[config.mk]
export PLATFORM = sky130hd
export DESIGN_NAME = spm_monitor
export DESIGN_NICKNAME = d
export VERILOG_FILES = /design/src/spm_pkg.sv /design/src/spm_monitor.sv /design/src/spm_tick_gen.sv /design/src/spm_power_avg.sv
export SDC_FILE = /design/constraint.sdc
export NUM_CORES = 1
export LEC_CHECK = 0
export ABC_AREA = 1
export BUFFER_PORTS_ARGS = -buffer_cell sky130_fd_sc_hd__buf_2
export CAP_MARGIN = 20
export CORE_AREA = 2 2 139 141
export CTS_BUF_LIST = sky130_fd_sc_hd__clkbuf_16
export DETAILED_ROUTE_END_ITERATION = 8
export DIE_AREA = 0 0 141 143
export HOLD_SLACK_MARGIN = 0.15
export PLACE_DENSITY = 0.73
export SLEW_MARGIN = 20
export SYNTH_ARGS = -nofsm -noshare
export SYNTH_HDL_FRONTEND = slang
export SYNTH_SLANG_ARGS = --single-unit
[constraint.sdc]
create_clock -name mclk -period 9 [get_ports mclk]
set_clock_uncertainty 0.2 [all_clocks]
set_input_delay 0.45 -clock mclk [delete_from_list [all_inputs] [get_ports mclk]]
set_output_delay 0.45 -clock mclk [all_outputs]
set_load 0.03 [all_outputs]
[src/spm_pkg.sv]
// Constants and carrier types for the short-window power monitor.
// Assumes a byte-wide register port with 12-bit addresses on mclk.
package spm_pkg;

	// ----------------------------------------
	// Register offsets
	// ----------------------------------------
	localparam logic [11:0] SPM_ADDR_LIMIT_LOW = 12'h588;
	localparam logic [11:0] SPM_ADDR_LIMIT_HIGH = 12'h589;
	localparam logic [11:0] SPM_ADDR_CONTROL = 12'h58a;
	localparam logic [11:0] SPM_ADDR_RESULT_LOW = 12'h58b;
	localparam logic [11:0] SPM_ADDR_RESULT_HIGH = 12'h58c;
	localparam logic [11:0] SPM_ADDR_TX_FSM = 12'h58d;
	localparam logic [11:0] SPM_ADDR_BLANKING = 12'h596;
	localparam logic [11:0] SPM_ADDR_MASK_LOW = 12'h597;
	localparam logic [11:0] SPM_ADDR_MASK_HIGH = 12'h598;

	// ----------------------------------------
	// Field positions and reset values
	// ----------------------------------------
	localparam int SPM_CTRL_ENABLE_BIT = 7;
	localparam int SPM_LEN_W = 2;
	localparam int SPM_TX_FSM_ENABLE_BIT = 0;
	localparam int SPM_SOFT_VALUE_BIT = 3;
	localparam int SPM_SOFT_OVERRIDE_BIT = 2;
	localparam int SPM_HIGH_W = 5;
	localparam int SPM_POWER_W = 13;
	localparam int SPM_ALARM_W = 9;
	localparam logic [7:0] SPM_RESET_BYTE = 8'h00;
	localparam logic [7:0] SPM_UNMAPPED_BYTE = 8'h00;

	// ----------------------------------------
	// Datapath and timing constants
	// ----------------------------------------
	localparam int SPM_SAMPLE_W = 16;
	localparam int SPM_COARSE_W = 6;
	localparam int SPM_INTERP_W = 4;
	localparam int SPM_PERIOD_W = 8;
	localparam int SPM_MAIN_MULT = 4;
	localparam int SPM_CHAN_MULT = 8;
	localparam int SPM_PLAIN_PERIOD = 32;
	localparam int SPM_MAX_LEN = 3;

	// ----------------------------------------
	// Carrier types
	// ----------------------------------------
	typedef struct packed {
		logic [11:0] addr;
		logic [7:0] wdata;
		logic write;
		logic read;
	} spm_reg_req_s;

	typedef struct packed {
		logic [SPM_SAMPLE_W-1:0] i;
		logic [SPM_SAMPLE_W-1:0] q;
	} spm_iq_s;

	typedef enum logic [1:0] {
		SPM_TX_IDLE = 2'b00,
		SPM_TX_ACTIVE = 2'b01,
		SPM_TX_BLOCKED = 2'b11
	} spm_tx_state_e;

endpackage

[src/spm_monitor.sv]
// Short-window power monitor top: registers, gate control, alarm mask.
// Assumes one register access per clock on the byte port; page
// select comes from the paging register held elsewhere in the chip.
`timescale 1ns/1ns

// Function
// Control bit 7 turns averaging and threshold checking on; off otherwise.
// Window holds two to the power of the length field detector ticks.
// Main interpolation above one: tick period is four times main factor.
// Else channel interpolation above one: period is eight times main factor.
// Otherwise the tick period is thirty-two converter clocks.
// Power is I squared plus Q squared from six top bits.
// Averaged power reads back as 13 bits over low and high bytes.
// Writable 13-bit threshold, upper five bits in its own register.
// Every control here follows the main converter page select.
// Transmit state machine enable is bit 0, reset to off.
// Blanking bit 2 hands the transmit gate to the register port.
// Under override, gate status equals blanking bit 3.
// Each alarm mask bit enables one link power-protection alarm.
// Nine alarm enables map sync, checksum, error and FIFO sources.
// Average above threshold while enabled raises a power error flag.
module spm_monitor #(
	parameter int PAGE_INDEX = 0,
	parameter int PAGE_COUNT = 2
) (
	// Clock and reset
	input wire logic mclk,
	input wire logic rst_n,
	// Register port
	input wire spm_pkg::spm_reg_req_s reg_req,
	input wire logic [PAGE_COUNT-1:0] main_converter_page_select,
	output logic [7:0] reg_rdata,
	// Datapath settings and samples
	input wire logic [spm_pkg::SPM_INTERP_W-1:0] main_interp,
	input wire logic [spm_pkg::SPM_INTERP_W-1:0] chan_interp,
	input wire spm_pkg::spm_iq_s sample,
	// Transmit gate
	input wire logic transmit_gate_input,
	output logic transmit_gate_status,
	output logic transmit_enable,
	output logic short_power_error,
	// Link alarms
	input wire logic [spm_pkg::SPM_ALARM_W-1:0] link_alarm_src,
	output logic link_alarm_irq
);
	import spm_pkg::*;

	// ----------------------------------------
	// Elaboration check
	// ----------------------------------------
	if (PAGE_INDEX < 0 || PAGE_INDEX >= PAGE_COUNT) begin : g_bad_page
		$error("PAGE_INDEX outside page select width");
	end
	if (PAGE_COUNT < 1) begin : g_bad_count
		$error("PAGE_COUNT must be at least one");
	end

	// Field layout below assumes these widths; refuse anything else
	if (SPM_POWER_W != 8 + SPM_HIGH_W) begin : g_bad_power_w
		$error("power width must fill the low byte and the high field");
	end
	if (SPM_ALARM_W != 9) begin : g_bad_alarm_w
		$error("alarm mask must be eight low bits plus one");
	end
	if (SPM_CTRL_ENABLE_BIT < SPM_LEN_W || SPM_CTRL_ENABLE_BIT > 7) begin : g_bad_ctrl
		$error("enable bit overlaps the length field");
	end
	if (SPM_SOFT_VALUE_BIT == SPM_SOFT_OVERRIDE_BIT) begin : g_bad_blank
		$error("soft gate value and override share a bit");
	end
	if (SPM_SOFT_VALUE_BIT > 7 || SPM_SOFT_OVERRIDE_BIT > 7) begin : g_bad_blank_pos
		$error("soft gate bits outside the byte");
	end

	// ----------------------------------------
	// Register state
	// ----------------------------------------
	logic [7:0] limit_low_q;
	logic [SPM_HIGH_W-1:0] limit_high_q;
	logic short_power_calc_enable_q;
	logic [SPM_LEN_W-1:0] short_window_length_q;
	logic transmit_gate_fsm_enable_q;
	logic soft_transmit_gate_value_q;
	logic soft_transmit_gate_override_q;
	logic [SPM_ALARM_W-1:0] link_alarm_irq_mask_q;
	logic [SPM_POWER_W-1:0] short_power_readback_q;
	logic short_power_error_q;
	logic [7:0] rdata_q;
	logic link_alarm_irq_q;
	spm_tx_state_e tx_state_q;
	spm_tx_state_e tx_state_d;

	logic page_hit;
	logic wr;
	logic tick;
	logic [SPM_POWER_W-1:0] avg_power;
	logic avg_done;
	logic [SPM_POWER_W-1:0] short_power_limit;
	logic gate_status;

	// Write strobe decode against one offset
	function automatic logic hit(input spm_reg_req_s req, input logic [11:0] addr);
		hit = req.write && (req.addr == addr);
	endfunction

	// ----------------------------------------
	// Paging
	// ----------------------------------------

	// Accesses count only when this converter's page is selected.
	// Several converters share one port and one address map; each
	// instance looks at its own select bit, so more than one bit may
	// be set and a write then reaches every selected converter.
	assign page_hit = main_converter_page_select[PAGE_INDEX];
	assign wr = page_hit && reg_req.write;
	assign short_power_limit = {limit_high_q, limit_low_q};

	// ----------------------------------------
	// Writable registers
	// ----------------------------------------

	// Threshold bytes
	always_ff @(posedge mclk) begin
		if (!rst_n) begin
			limit_low_q <= SPM_RESET_BYTE;
			limit_high_q <= '0;
		end else if (wr) begin
			if (hit(reg_req, SPM_ADDR_LIMIT_LOW)) begin
				limit_low_q <= reg_req.wdata;
			end
			if (hit(reg_req, SPM_ADDR_LIMIT_HIGH)) begin
				limit_high_q <= reg_req.wdata[SPM_HIGH_W-1:0];
			end
		end
	end

	// Detector control
	always_ff @(posedge mclk) begin
		if (!rst_n) begin
			short_power_calc_enable_q <= 1'b0;
			short_window_length_q <= '0;
		end else if (wr && hit(reg_req, SPM_ADDR_CONTROL)) begin
			short_power_calc_enable_q <= reg_req.wdata[SPM_CTRL_ENABLE_BIT];
			short_window_length_q <= reg_req.wdata[SPM_LEN_W-1:0];
		end
	end

	// Transmit state machine enable
	always_ff @(posedge mclk) begin
		if (!rst_n) begin
			transmit_gate_fsm_enable_q <= 1'b0;
		end else if (wr && hit(reg_req, SPM_ADDR_TX_FSM)) begin
			transmit_gate_fsm_enable_q <= reg_req.wdata[SPM_TX_FSM_ENABLE_BIT];
		end
	end

	// Blanking control, soft gate override
	always_ff @(posedge mclk) begin
		if (!rst_n) begin
			soft_transmit_gate_value_q <= 1'b0;
			soft_transmit_gate_override_q <= 1'b0;
		end else if (wr && hit(reg_req, SPM_ADDR_BLANKING)) begin
			soft_transmit_gate_value_q <= reg_req.wdata[SPM_SOFT_VALUE_BIT];
			soft_transmit_gate_override_q <= reg_req.wdata[SPM_SOFT_OVERRIDE_BIT];
		end
	end

	// Link alarm mask, eight low bits plus bit 8
	always_ff @(posedge mclk) begin
		if (!rst_n) begin
			link_alarm_irq_mask_q <= '0;
		end else if (wr) begin
			if (hit(reg_req, SPM_ADDR_MASK_LOW)) begin
				link_alarm_irq_mask_q[7:0] <= reg_req.wdata;
			end
			if (hit(reg_req, SPM_ADDR_MASK_HIGH)) begin
				link_alarm_irq_mask_q[8] <= reg_req.wdata[0];
			end
		end
	end

	// ----------------------------------------
	// Read path
	// ----------------------------------------

	// Registered read data, reserved bits and unknown offsets read zero.
	// Data stands until the next paged read, so an unpaged read leaves
	// the previous byte visible rather than a stale mix.
	always_ff @(posedge mclk) begin
		if (!rst_n) begin
			rdata_q <= SPM_RESET_BYTE;
		end else if (reg_req.read && page_hit) begin
			case (reg_req.addr)
				SPM_ADDR_LIMIT_LOW: rdata_q <= limit_low_q;
				SPM_ADDR_LIMIT_HIGH: rdata_q <= {3'h0, limit_high_q};
				SPM_ADDR_CONTROL: rdata_q <= {short_power_calc_enable_q, 5'h00, short_window_length_q};
				SPM_ADDR_RESULT_LOW: rdata_q <= short_power_readback_q[7:0];
				SPM_ADDR_RESULT_HIGH: rdata_q <= {3'h0, short_power_readback_q[12:8]};
				SPM_ADDR_TX_FSM: rdata_q <= {7'h00, transmit_gate_fsm_enable_q};
				SPM_ADDR_BLANKING: rdata_q <= {4'h0, soft_transmit_gate_value_q,
					soft_transmit_gate_override_q, 2'h0};
				SPM_ADDR_MASK_LOW: rdata_q <= link_alarm_irq_mask_q[7:0];
				SPM_ADDR_MASK_HIGH: rdata_q <= {7'h00, link_alarm_irq_mask_q[8]};
				default: rdata_q <= SPM_UNMAPPED_BYTE;
			endcase
		end
	end

	assign reg_rdata = rdata_q;

	// ----------------------------------------
	// Short-window detector
	// ----------------------------------------

	// Tick source, held idle while detection is off.
	// Interpolation settings are meant to be static while running; a
	// change mid-window only bends that one window, the next is clean.
	spm_tick_gen u_tick (
		.mclk(mclk),
		.rst_n(rst_n),
		.run(short_power_calc_enable_q),
		.main_interp(main_interp),
		.chan_interp(chan_interp),
		.tick(tick)
	);

	// Squaring and averaging
	spm_power_avg u_avg (
		.mclk(mclk),
		.rst_n(rst_n),
		.run(short_power_calc_enable_q),
		.tick(tick),
		.win_len(short_window_length_q),
		.sample(sample),
		.avg_power(avg_power),
		.avg_done(avg_done)
	);

	// Readback holds the last completed average.
	// Both bytes come from one register, but software reading low then
	// high may straddle a window end; read twice if that matters.
	always_ff @(posedge mclk) begin
		if (!rst_n) begin
			short_power_readback_q <= '0;
		end else if (avg_done) begin
			short_power_readback_q <= avg_power;
		end
	end

	// Error flag judged at each window end, cleared when disabled.
	// Not sticky: a later quiet window drops it again, so any consumer
	// that needs history must latch it itself.
	always_ff @(posedge mclk) begin
		if (!rst_n || !short_power_calc_enable_q) begin
			short_power_error_q <= 1'b0;
		end else if (avg_done) begin
			short_power_error_q <= avg_power > short_power_limit;
		end
	end

	assign short_power_error = short_power_error_q;

	// ----------------------------------------
	// Transmit gate
	// ----------------------------------------

	// Gate status from pin or from the soft override
	assign gate_status = soft_transmit_gate_override_q ? soft_transmit_gate_value_q
		: transmit_gate_input;
	assign transmit_gate_status = gate_status;

	// Next state: a power error blocks output until the gate drops.
	// Blocking holds until the gate status falls, so a power burst
	// cannot leak through by the error clearing on its own; the
	// transmitter must be re-armed by a fresh gate pulse.
	always_comb begin
		case (tx_state_q)
			SPM_TX_IDLE: tx_state_d = gate_status ? SPM_TX_ACTIVE : SPM_TX_IDLE;
			SPM_TX_ACTIVE: begin
				if (!gate_status) begin
					tx_state_d = SPM_TX_IDLE;
				end else if (short_power_error_q) begin
					tx_state_d = SPM_TX_BLOCKED;
				end else begin
					tx_state_d = SPM_TX_ACTIVE;
				end
			end
			SPM_TX_BLOCKED: tx_state_d = gate_status ? SPM_TX_BLOCKED : SPM_TX_IDLE;
			default: tx_state_d = SPM_TX_IDLE;
		endcase
	end

	// State register, parked idle while the machine is disabled
	always_ff @(posedge mclk) begin
		if (!rst_n || !transmit_gate_fsm_enable_q) begin
			tx_state_q <= SPM_TX_IDLE;
		end else begin
			tx_state_q <= tx_state_d;
		end
	end

	// Enable follows the machine, or the gate directly when disabled
	assign transmit_enable = transmit_gate_fsm_enable_q ? (tx_state_q == SPM_TX_ACTIVE) : gate_status;

	// ----------------------------------------
	// Link alarms
	// ----------------------------------------

	// Masked alarm sources merged onto one registered line.
	// Level, not sticky: a source that drops also drops the line.
	always_ff @(posedge mclk) begin
		if (!rst_n) begin
			link_alarm_irq_q <= 1'b0;
		end else begin
			link_alarm_irq_q <= |(link_alarm_src & link_alarm_irq_mask_q);
		end
	end

	assign link_alarm_irq = link_alarm_irq_q;
endmodule

[src/spm_tick_gen.sv]
// Power-detector clock tick generator for the short-window monitor.
// Assumes interpolation settings are static while the detector runs.
`timescale 1ns/1ns
module spm_tick_gen (
	// Clock and reset
	input wire logic mclk,
	input wire logic rst_n,
	// Control
	input wire logic run,
	input wire logic [spm_pkg::SPM_INTERP_W-1:0] main_interp,
	input wire logic [spm_pkg::SPM_INTERP_W-1:0] chan_interp,
	// Tick out
	output logic tick
);
	import spm_pkg::*;

	logic [SPM_PERIOD_W-1:0] period;
	logic [SPM_PERIOD_W-1:0] count_q;

	// Period length in converter clocks, first matching case wins
	always_comb begin
		if (main_interp > 4'h1) begin
			period = SPM_PERIOD_W'(SPM_MAIN_MULT * main_interp);
		end else if (chan_interp > 4'h1) begin
			period = SPM_PERIOD_W'(SPM_CHAN_MULT * main_interp);
		end else begin
			period = SPM_PERIOD_W'(SPM_PLAIN_PERIOD);
		end
	end

	// Free count, restarted whenever the detector is off
	always_ff @(posedge mclk) begin
		if (!rst_n || !run || count_q >= period - 8'h01) begin
			count_q <= 8'h00;
		end else begin
			count_q <= count_q + 8'h01;
		end
	end

	assign tick = run && (count_q >= period - 8'h01);
endmodule

[src/spm_power_avg.sv]
// Squares coarse I/Q and averages over 2^len detector ticks.
// Assumes samples are two's complement and stable per converter clock.
`timescale 1ns/1ns
module spm_power_avg (
	// Clock and reset
	input wire logic mclk,
	input wire logic rst_n,
	// Control
	input wire logic run,
	input wire logic tick,
	input wire logic [spm_pkg::SPM_LEN_W-1:0] win_len,
	input wire spm_pkg::spm_iq_s sample,
	// Result
	output logic [spm_pkg::SPM_POWER_W-1:0] avg_power,
	output logic avg_done
);
	import spm_pkg::*;

	logic signed [SPM_COARSE_W-1:0] i_c;
	logic signed [SPM_COARSE_W-1:0] q_c;
	logic [SPM_POWER_W-1:0] inst_power;
	logic [15:0] acc_q;
	logic [SPM_MAX_LEN-1:0] n_q;
	logic last;

	// Only the six top bits take part
	assign i_c = sample.i[SPM_SAMPLE_W-1 -: SPM_COARSE_W];
	assign q_c = sample.q[SPM_SAMPLE_W-1 -: SPM_COARSE_W];
	assign inst_power = SPM_POWER_W'(i_c * i_c) + SPM_POWER_W'(q_c * q_c);
	assign last = (n_q == SPM_MAX_LEN'((4'h1 << win_len) - 4'h1));

	// Window accumulation, one sample per tick
	always_ff @(posedge mclk) begin
		if (!rst_n || !run) begin
			acc_q <= 16'h0000;
			n_q <= '0;
		end else if (tick) begin
			acc_q <= last ? 16'h0000 : acc_q + 16'(inst_power);
			n_q <= last ? '0 : n_q + 1'b1;
		end
	end

	// Average is sum shifted down by the window exponent
	always_ff @(posedge mclk) begin
		if (!rst_n) begin
			avg_power <= '0;
			avg_done <= 1'b0;
		end else begin
			avg_done <= run && tick && last;
			if (run && tick && last) begin
				avg_power <= SPM_POWER_W'((acc_q + 16'(inst_power)) >> win_len);
			end
		end
	end
endmodule

== Yosys cells after proc, flatten, opt, wreduce, memory -nomap -nowiden ==
Cells that the tools add are included.
Storage, ports and cells
  register bits: 94
  latch bits: 0
  bits in writable memories: 0
  bits in read-only memories: 0
  bits of input ports: 76
  logic and storage cells: 85
  memories kept: 0
Cells by class
  add/sub/neg operators: 6
  multiply operators: 2
  div/mod/pow operators: 0
  $lt $le $gt $ge: 4
  equality and inequality tests: 12
  shift-type cells: 2
  mux-type cells: 12
  bitwise gates (word level): 1
  reduce and logical (&&, ||, !) cells: 27
Operators by type and width (count)
  $eq 12x11->1 const B: 9
  $pmux 8 s9: 1
  $mul 6x6->12: 2
  $add 16x13->16: 1
  $mux 16: 1
  $shr 16x2->13: 1
  $logic_and 1x1->1: 15
  $add 13x13->13: 1
  $gt 13x13->1: 1
  $and 9x9->9: 1
  $reduce_or 9->1: 1
  $add 8x1->8 const B: 1
  $ge 8x8->1: 1
  $gt 4x1->1 const B: 2
  $mux 8: 1
  $reduce_and 2->1: 4
  $sub 8x1->8 const B: 1
  $mux 7: 1
  $mux 2: 3
  $pmux 2 s3: 1
  $add 3x1->3 const B: 1
  $eq 3x3->1: 1
  $logic_not 1->1: 3
  $logic_or 1x1->1: 3
  other kinds (7): 9

== Depth between registers and ports, before layout ==
  depth after elaboration: 8
  mapped depth: 38
  depth with buffers taken out: 38

== Hierarchy ==
From an unflattened synthesis, not the netlist that was laid out.
Unflattened totals
  cells, all modules: 1172
  area, all modules: 8592.0 sq um
Modules (own cells, without submodules)
  spm_power_avg: instances 1, cells an instance 681, area each 4998.5 sq um, seq. area each 660.6 sq um
  spm_monitor: instances 1, cells an instance 402, area each 2936.6 sq um, seq. area each 1061.0 sq um
  spm_tick_gen: instances 1, cells an instance 89, area each 656.9 sq um, seq. area each 160.2 sq um

== Worst setup path before layout ==
OpenSTA, ideal clock, no wires.
  kind: in2reg
  start: in sample[10] (netlist name)
  end: reg u_avg.avg_power[12] (netlist name)
  data arrival time: 5516 ps
  path slack: 3175 ps
  cell stages on the path: 33
  path buffers: 0
  cells stage by stage: nand2_1 fa_1 fa_1 inv_1 fa_1 inv_1 fa_1 inv_1 ha_1 a31o_2 a21oi_1 o21ai_0 xnor2_1 inv_1 ha_1 nand2_1 o21ai_0 nand2_1 nand3_1 o21ai_0 ha_1 nand2_1 inv_1 nand2_1 nand2_1 a21oi_1 nand2_1 nand2_1 nand3_1 nand3_1 nand3_1 nand2_1 inv_1
Between the ends
  cells in the longest elaborated chain, start to end: 4
Ends and longest elaborated chain
  from (decl): line spm_monitor.sv:36  | input wire spm_pkg::spm_iq_s sample,
  $mul 6x6->12: line spm_power_avg.sv:29  | assign inst_power = SPM_POWER_W'(i_c * i_c) + SPM_POWER_W'(q_c * q_c);
  $add 13x13->13: line spm_power_avg.sv:29
  $add 16x13->16: line spm_power_avg.sv:51  | avg_power <= SPM_POWER_W'((acc_q + 16'(inst_power)) >> win_len);
  $shr 16x2->13: line spm_power_avg.sv:51
  to (signal assigned): line spm_power_avg.sv:51
  to (decl): line spm_power_avg.sv:14  | output logic [spm_pkg::SPM_POWER_W-1:0] avg_power,
Every way passes these cells.
A chain may end at the register's enable or synchronous reset.

== Final worst setup path ==
  start: in sample[26] (netlist name)
  end: reg u_avg.avg_power[12] (netlist name)
Same word-level chain as after synthesis.

==> qor.log <==
[critical_path] Worst path top cell family by delay adder cells
[placement] PortBufs 65
[min_path] worst hold path cell count 3
[clocking] clock-pin slew reported for the worst setup and hold paths after clock tree synthesis 70 ps
[synth] instance count of the mapped netlist 1179
[synth] most used standard cell by instance count after synthesis nand2_1
[timing] count of endpoints failing hold in the final timing report 0
[timing] worst hold margin 184 ps
[routing] vias per cell 5.12
[critical_path] flop-to-flop setup slack 6420 ps
[critical_path] WP buf/inv 7
[timing] Tmin final 6320 ps
[pwr] clock share of power 0.126
[clocking] CTS sink count 94
[placement] cell area reported after detailed placement 8760 µm²
[run] number of max-cap violations 0
[finish] share of post-route cells with drive strength above 1 0.0865
[synth] number of distinct library cells after synthesis 42
[synth] Synth top area share 0.228
[critical_path] FF-to-FF path depth 11
[finish] Post-layout nets 1435
[synth] number of storage elements in the synthesis netlist 94
[clocking] maximum level of the CTS H-tree 3
[clocking] insertion delay to the later sink of the worst-skew pair 350 ps
[pwr] worst IR drop on VDD 290 µV
[min_path] worst hold path endpoint limit_low_q[4]$_SDFFE_PN0P_
[grt] via count of the first global-routing pass 7159
[placement] final estimated routing congestion in global placement 0.858
[pwr] Design Power 3.03 mW
[placement] sum of net half-perimeters after detailed placement 14.9 mm
[critical_path] cell repeated most along the worst path nand2_1
[floorplanning] starting utilization of the core area 0.445
[timing] Setup-failing EPs final 0
[routing] total wire length after detailed routing 18.3 mm
[synth] sequential element share of the synthesized area 0.228
[critical_path] r2r startpoint u_tick.count_q[5]$_SDFF_PP0_
[timing] Worst-Margin Slew 892 ps
[timing] least setup slack across all paths after layout 2680 ps
[routing] DR WL/cell 12.5 µm
[synth] most used flip-flop cell after synthesis dfxtp_1
[critical_path] stage delay of the slowest cell on the critical path 540 ps
[critical_path] required time reported for the critical path endpoint 9050 ps
[synth] leading cell types by count after synthesis 271 x nand2_1, 209 x inv_1, 95 x a21oi_1, 94 x dfxtp_1, 93 x nand3_1
[synth] biggest area contributors in the synthesized netlist dfxtp_1 23%, ha_1 13%, nand2_1 12%
[floorplanning] Die Span Y 143 µm
[timing] Max Fclk 158 MHz
[synth] total of warnings raised by yosys 0
[clocking] maximum clock path buffer count 2
[clocking] Post-CTS Hold Fix Bufs 0
[synth] Synth async-reset ratio 0
[floorplanning] I/O pin count 88
[floorplanning] placement row count 50
[routing] count of nets left with antenna violations after detail routing 0
[routing] drt initial violations 342
[critical_path] biggest fanout along the worst timing path 8
[pwr] sw frac 0.518
[critical_path] startpoint type of the worst setup path input pin
[routing] number of vias in the routed layout 7535
[grt] largest net degree at the start of global routing 35
[clocking] Resized Gates After CTS 0
[grt] wire length of the first global-routing pass 31.5 mm
[floorplanning] placeable core region 18600 µm²
[pwr] switching component of the power 1.57 mW
[finish] number of inserted diodes 0
[finish] Filler Cells Inserted 1902
[routing] total DRC errors in the routed layout 0
[pwr] Leakage Power 4.49 nW
[clocking] number of setup buffers added after CTS 0
[finish] synthesis-to-finish area growth 9.68%
[routing] Pre-Repair DR Iteration Count 6
[timing] Max Slew Vio Count 0
[grt] total global routing track utilization 0.188
[pwr] combinational fraction of design power 0.736
[synth] Post-Syn Nets 1382
[min_path] startpoint of the lowest-slack hold path reg_req[6]
[timing] RSZ-0062 raised after global routing false
[critical_path] Arrival @ worst endpoint 6380 ps
[pwr] power per standard cell area 334 nW/µm²
[clocking] CTS Buf Count 9
[synth] largest area contributor in the netlist dfxtp_1
[min_path] hold crit path type input pin to register
[run_status] result of the run finished clean
[floorplanning] area enclosed by the die boundary 20200 µm²
[clocking] CTS tree yes
[synth] number of synthesized flops with an enable pin 0
[pwr] internal power consumption 1.46 mW
[floorplanning] die span in x 141 µm
[finish] final instance area 9060 µm²
[clocking] Root Driver clkbuf_16
[critical_path] r2r endpoint u_avg.avg_power[12]$_SDFFE_PN0P_
[synth] combined area of all synthesized cells 8260 µm²
[timing] Slew HR 0.401
[placement] post-placement worst setup slack 2280 ps
[critical_path] Setup crit end kind register
[timing] Final Cycle Share 0.703
[synth] mean instance size in the synthesized netlist 7.01 µm²
[grt] total congestion overflow after global routing 0
[critical_path] worst setup path category input pin to register
[critical_path] Worst path slowest cell fa_1
[timing] sum of negative setup slack 0 ps
[pwr] register share of total power 0.137
[grt] number of antenna violations at the first check in global routing 0
cells in the final DEF, fill, tap and decap left out, types with 3 or more instances in the layout:
| master | synthesis | final |
|---|---|---|
| xor2_1 | 18 | 18 |
| a211oi_2 | 3 | 3 |
| o211ai_1 | 7 | 7 |
| fa_1 | 38 | 38 |
| nor3_1 | 12 | 12 |
| ha_1 | 89 | 89 |
| inv_1 | 209 | 208 |
| nor2_1 | 80 | 80 |
| clkbuf_16 | 0 | 9 |
| a31oi_1 | 4 | 4 |
| and2_1 | 3 | 3 |
| nand2_1 | 271 | 271 |
| dfxtp_1 | 94 | 94 |
| buf_2 | 4 | 65 |
| a21oi_1 | 95 | 95 |
| nand3_2 | 4 | 4 |
| nand3_1 | 93 | 93 |
| xnor2_1 | 26 | 26 |
| nand4_1 | 9 | 9 |
| o21ai_0 | 54 | 54 |
| inv_2 | 4 | 5 |
| a31o_2 | 4 | 4 |
| a211oi_1 | 16 | 16 |
through the flow:
stage          cells   util
2_1_floorplan   1179      -
3_3_place_gp    1455  0.471
3_5_place_dp    1455  0.471
4_1_cts         1471  0.488
5_1_grt         1471  0.488
6_report        1471  0.488
power groups by stage:
stage          registers, mW  logic [mW]  clock network (mW)
6_report               0.415        2.23               0.382
5_1_grt                0.415        2.57               0.405
4_1_cts                0.415        2.24               0.390
3_5_place_dp           0.425        2.22                   0
3_3_place_gp           0.425        2.20                   0
2_1_floorplan          0.425        1.79                   0
worst max-delay path by stage:
| stage | from | end | slack (ps) | depth (start not counted) |
|---|---|---|---|---|
| finish | sample[26] | u_avg.avg_power[12]$_SDFFE_PN0P_ | 2680 | 34 |
| global route | sample[26] | u_avg.avg_power[12]$_SDFFE_PN0P_ | 2170 | 33 |
| CTS | sample[26] | u_avg.avg_power[12]$_SDFFE_PN0P_ | 2630 | 34 |
| detailed placement | sample[26] | u_avg.avg_power[12]$_SDFFE_PN0P_ | 2280 | 34 |
| global placement | sample[26] | u_avg.avg_power[12]$_SDFFE_PN0P_ | 2380 | 32 |
| floorplan | sample[10] | u_avg.avg_power[12]$_SDFFE_PN0P_ | 3180 | 33 |
registers in the layout, summed over array words and instances (netlist names):
name	cells
u_avg.acc_q	16
short_power_readback_q	13
u_avg.avg_power	13
link_alarm_irq_mask_q	9
limit_low_q	8
reg_rdata	8
u_tick.count_q	8
limit_high_q	5
u_avg.n_q	3
short_window_length_q	2
tx_state_q	2
link_alarm_irq	1
short_power_calc_enable_q	1
short_power_error	1
soft_transmit_gate_override_q	1
soft_transmit_gate_value_q	1
transmit_gate_fsm_enable_q	1
u_avg.avg_done	1
metal layers:
| metal | track usage | routed length (µm) |
|---|---|---|
| met4 | 0.0568 | 348 |
| met1 | 0.225 | 8180 |
| met3 | 0.0188 | 614 |
| met2 | 0.356 | 9180 |
| met5 | 0 | 0 |
area by class of cell:
| type | instances | area, µm² | share of cell area |
|---|---|---|---|
| clock buffers | 9 | 225 | 0.0249 |
| inverters | 213 | 800 | 0.0883 |
| repair buffers | 66 | 333 | 0.0367 |
| multi-input cells | 848 | 5450 | 0.602 |
| well taps | 234 | 293 | 0.0323 |
| clock inverters | 7 | 73.8 | 0.00815 |
| flip-flops and latches | 94 | 1880 | 0.208 |
tightest hold or removal path, delay by kind of cell:
kind                   cells  cell delay [ps]
AOI/OAI and AO/OA          1               60
buffers and inverters      2              180
cell families (layout without fill, tap and decap cells):
group	Yosys count	in the layout	synth area share
AO/OA/AOI/OAI	192	192	0.132
XOR/XNOR	44	44	0.0467
adder cells (fa/ha/maj)	127	127	0.227
buffers and inverters	237	295	0.112
flip-flops	94	94	0.228
AND/OR/NAND/NOR	485	485	0.255
(Power assumes the default switching activity.)
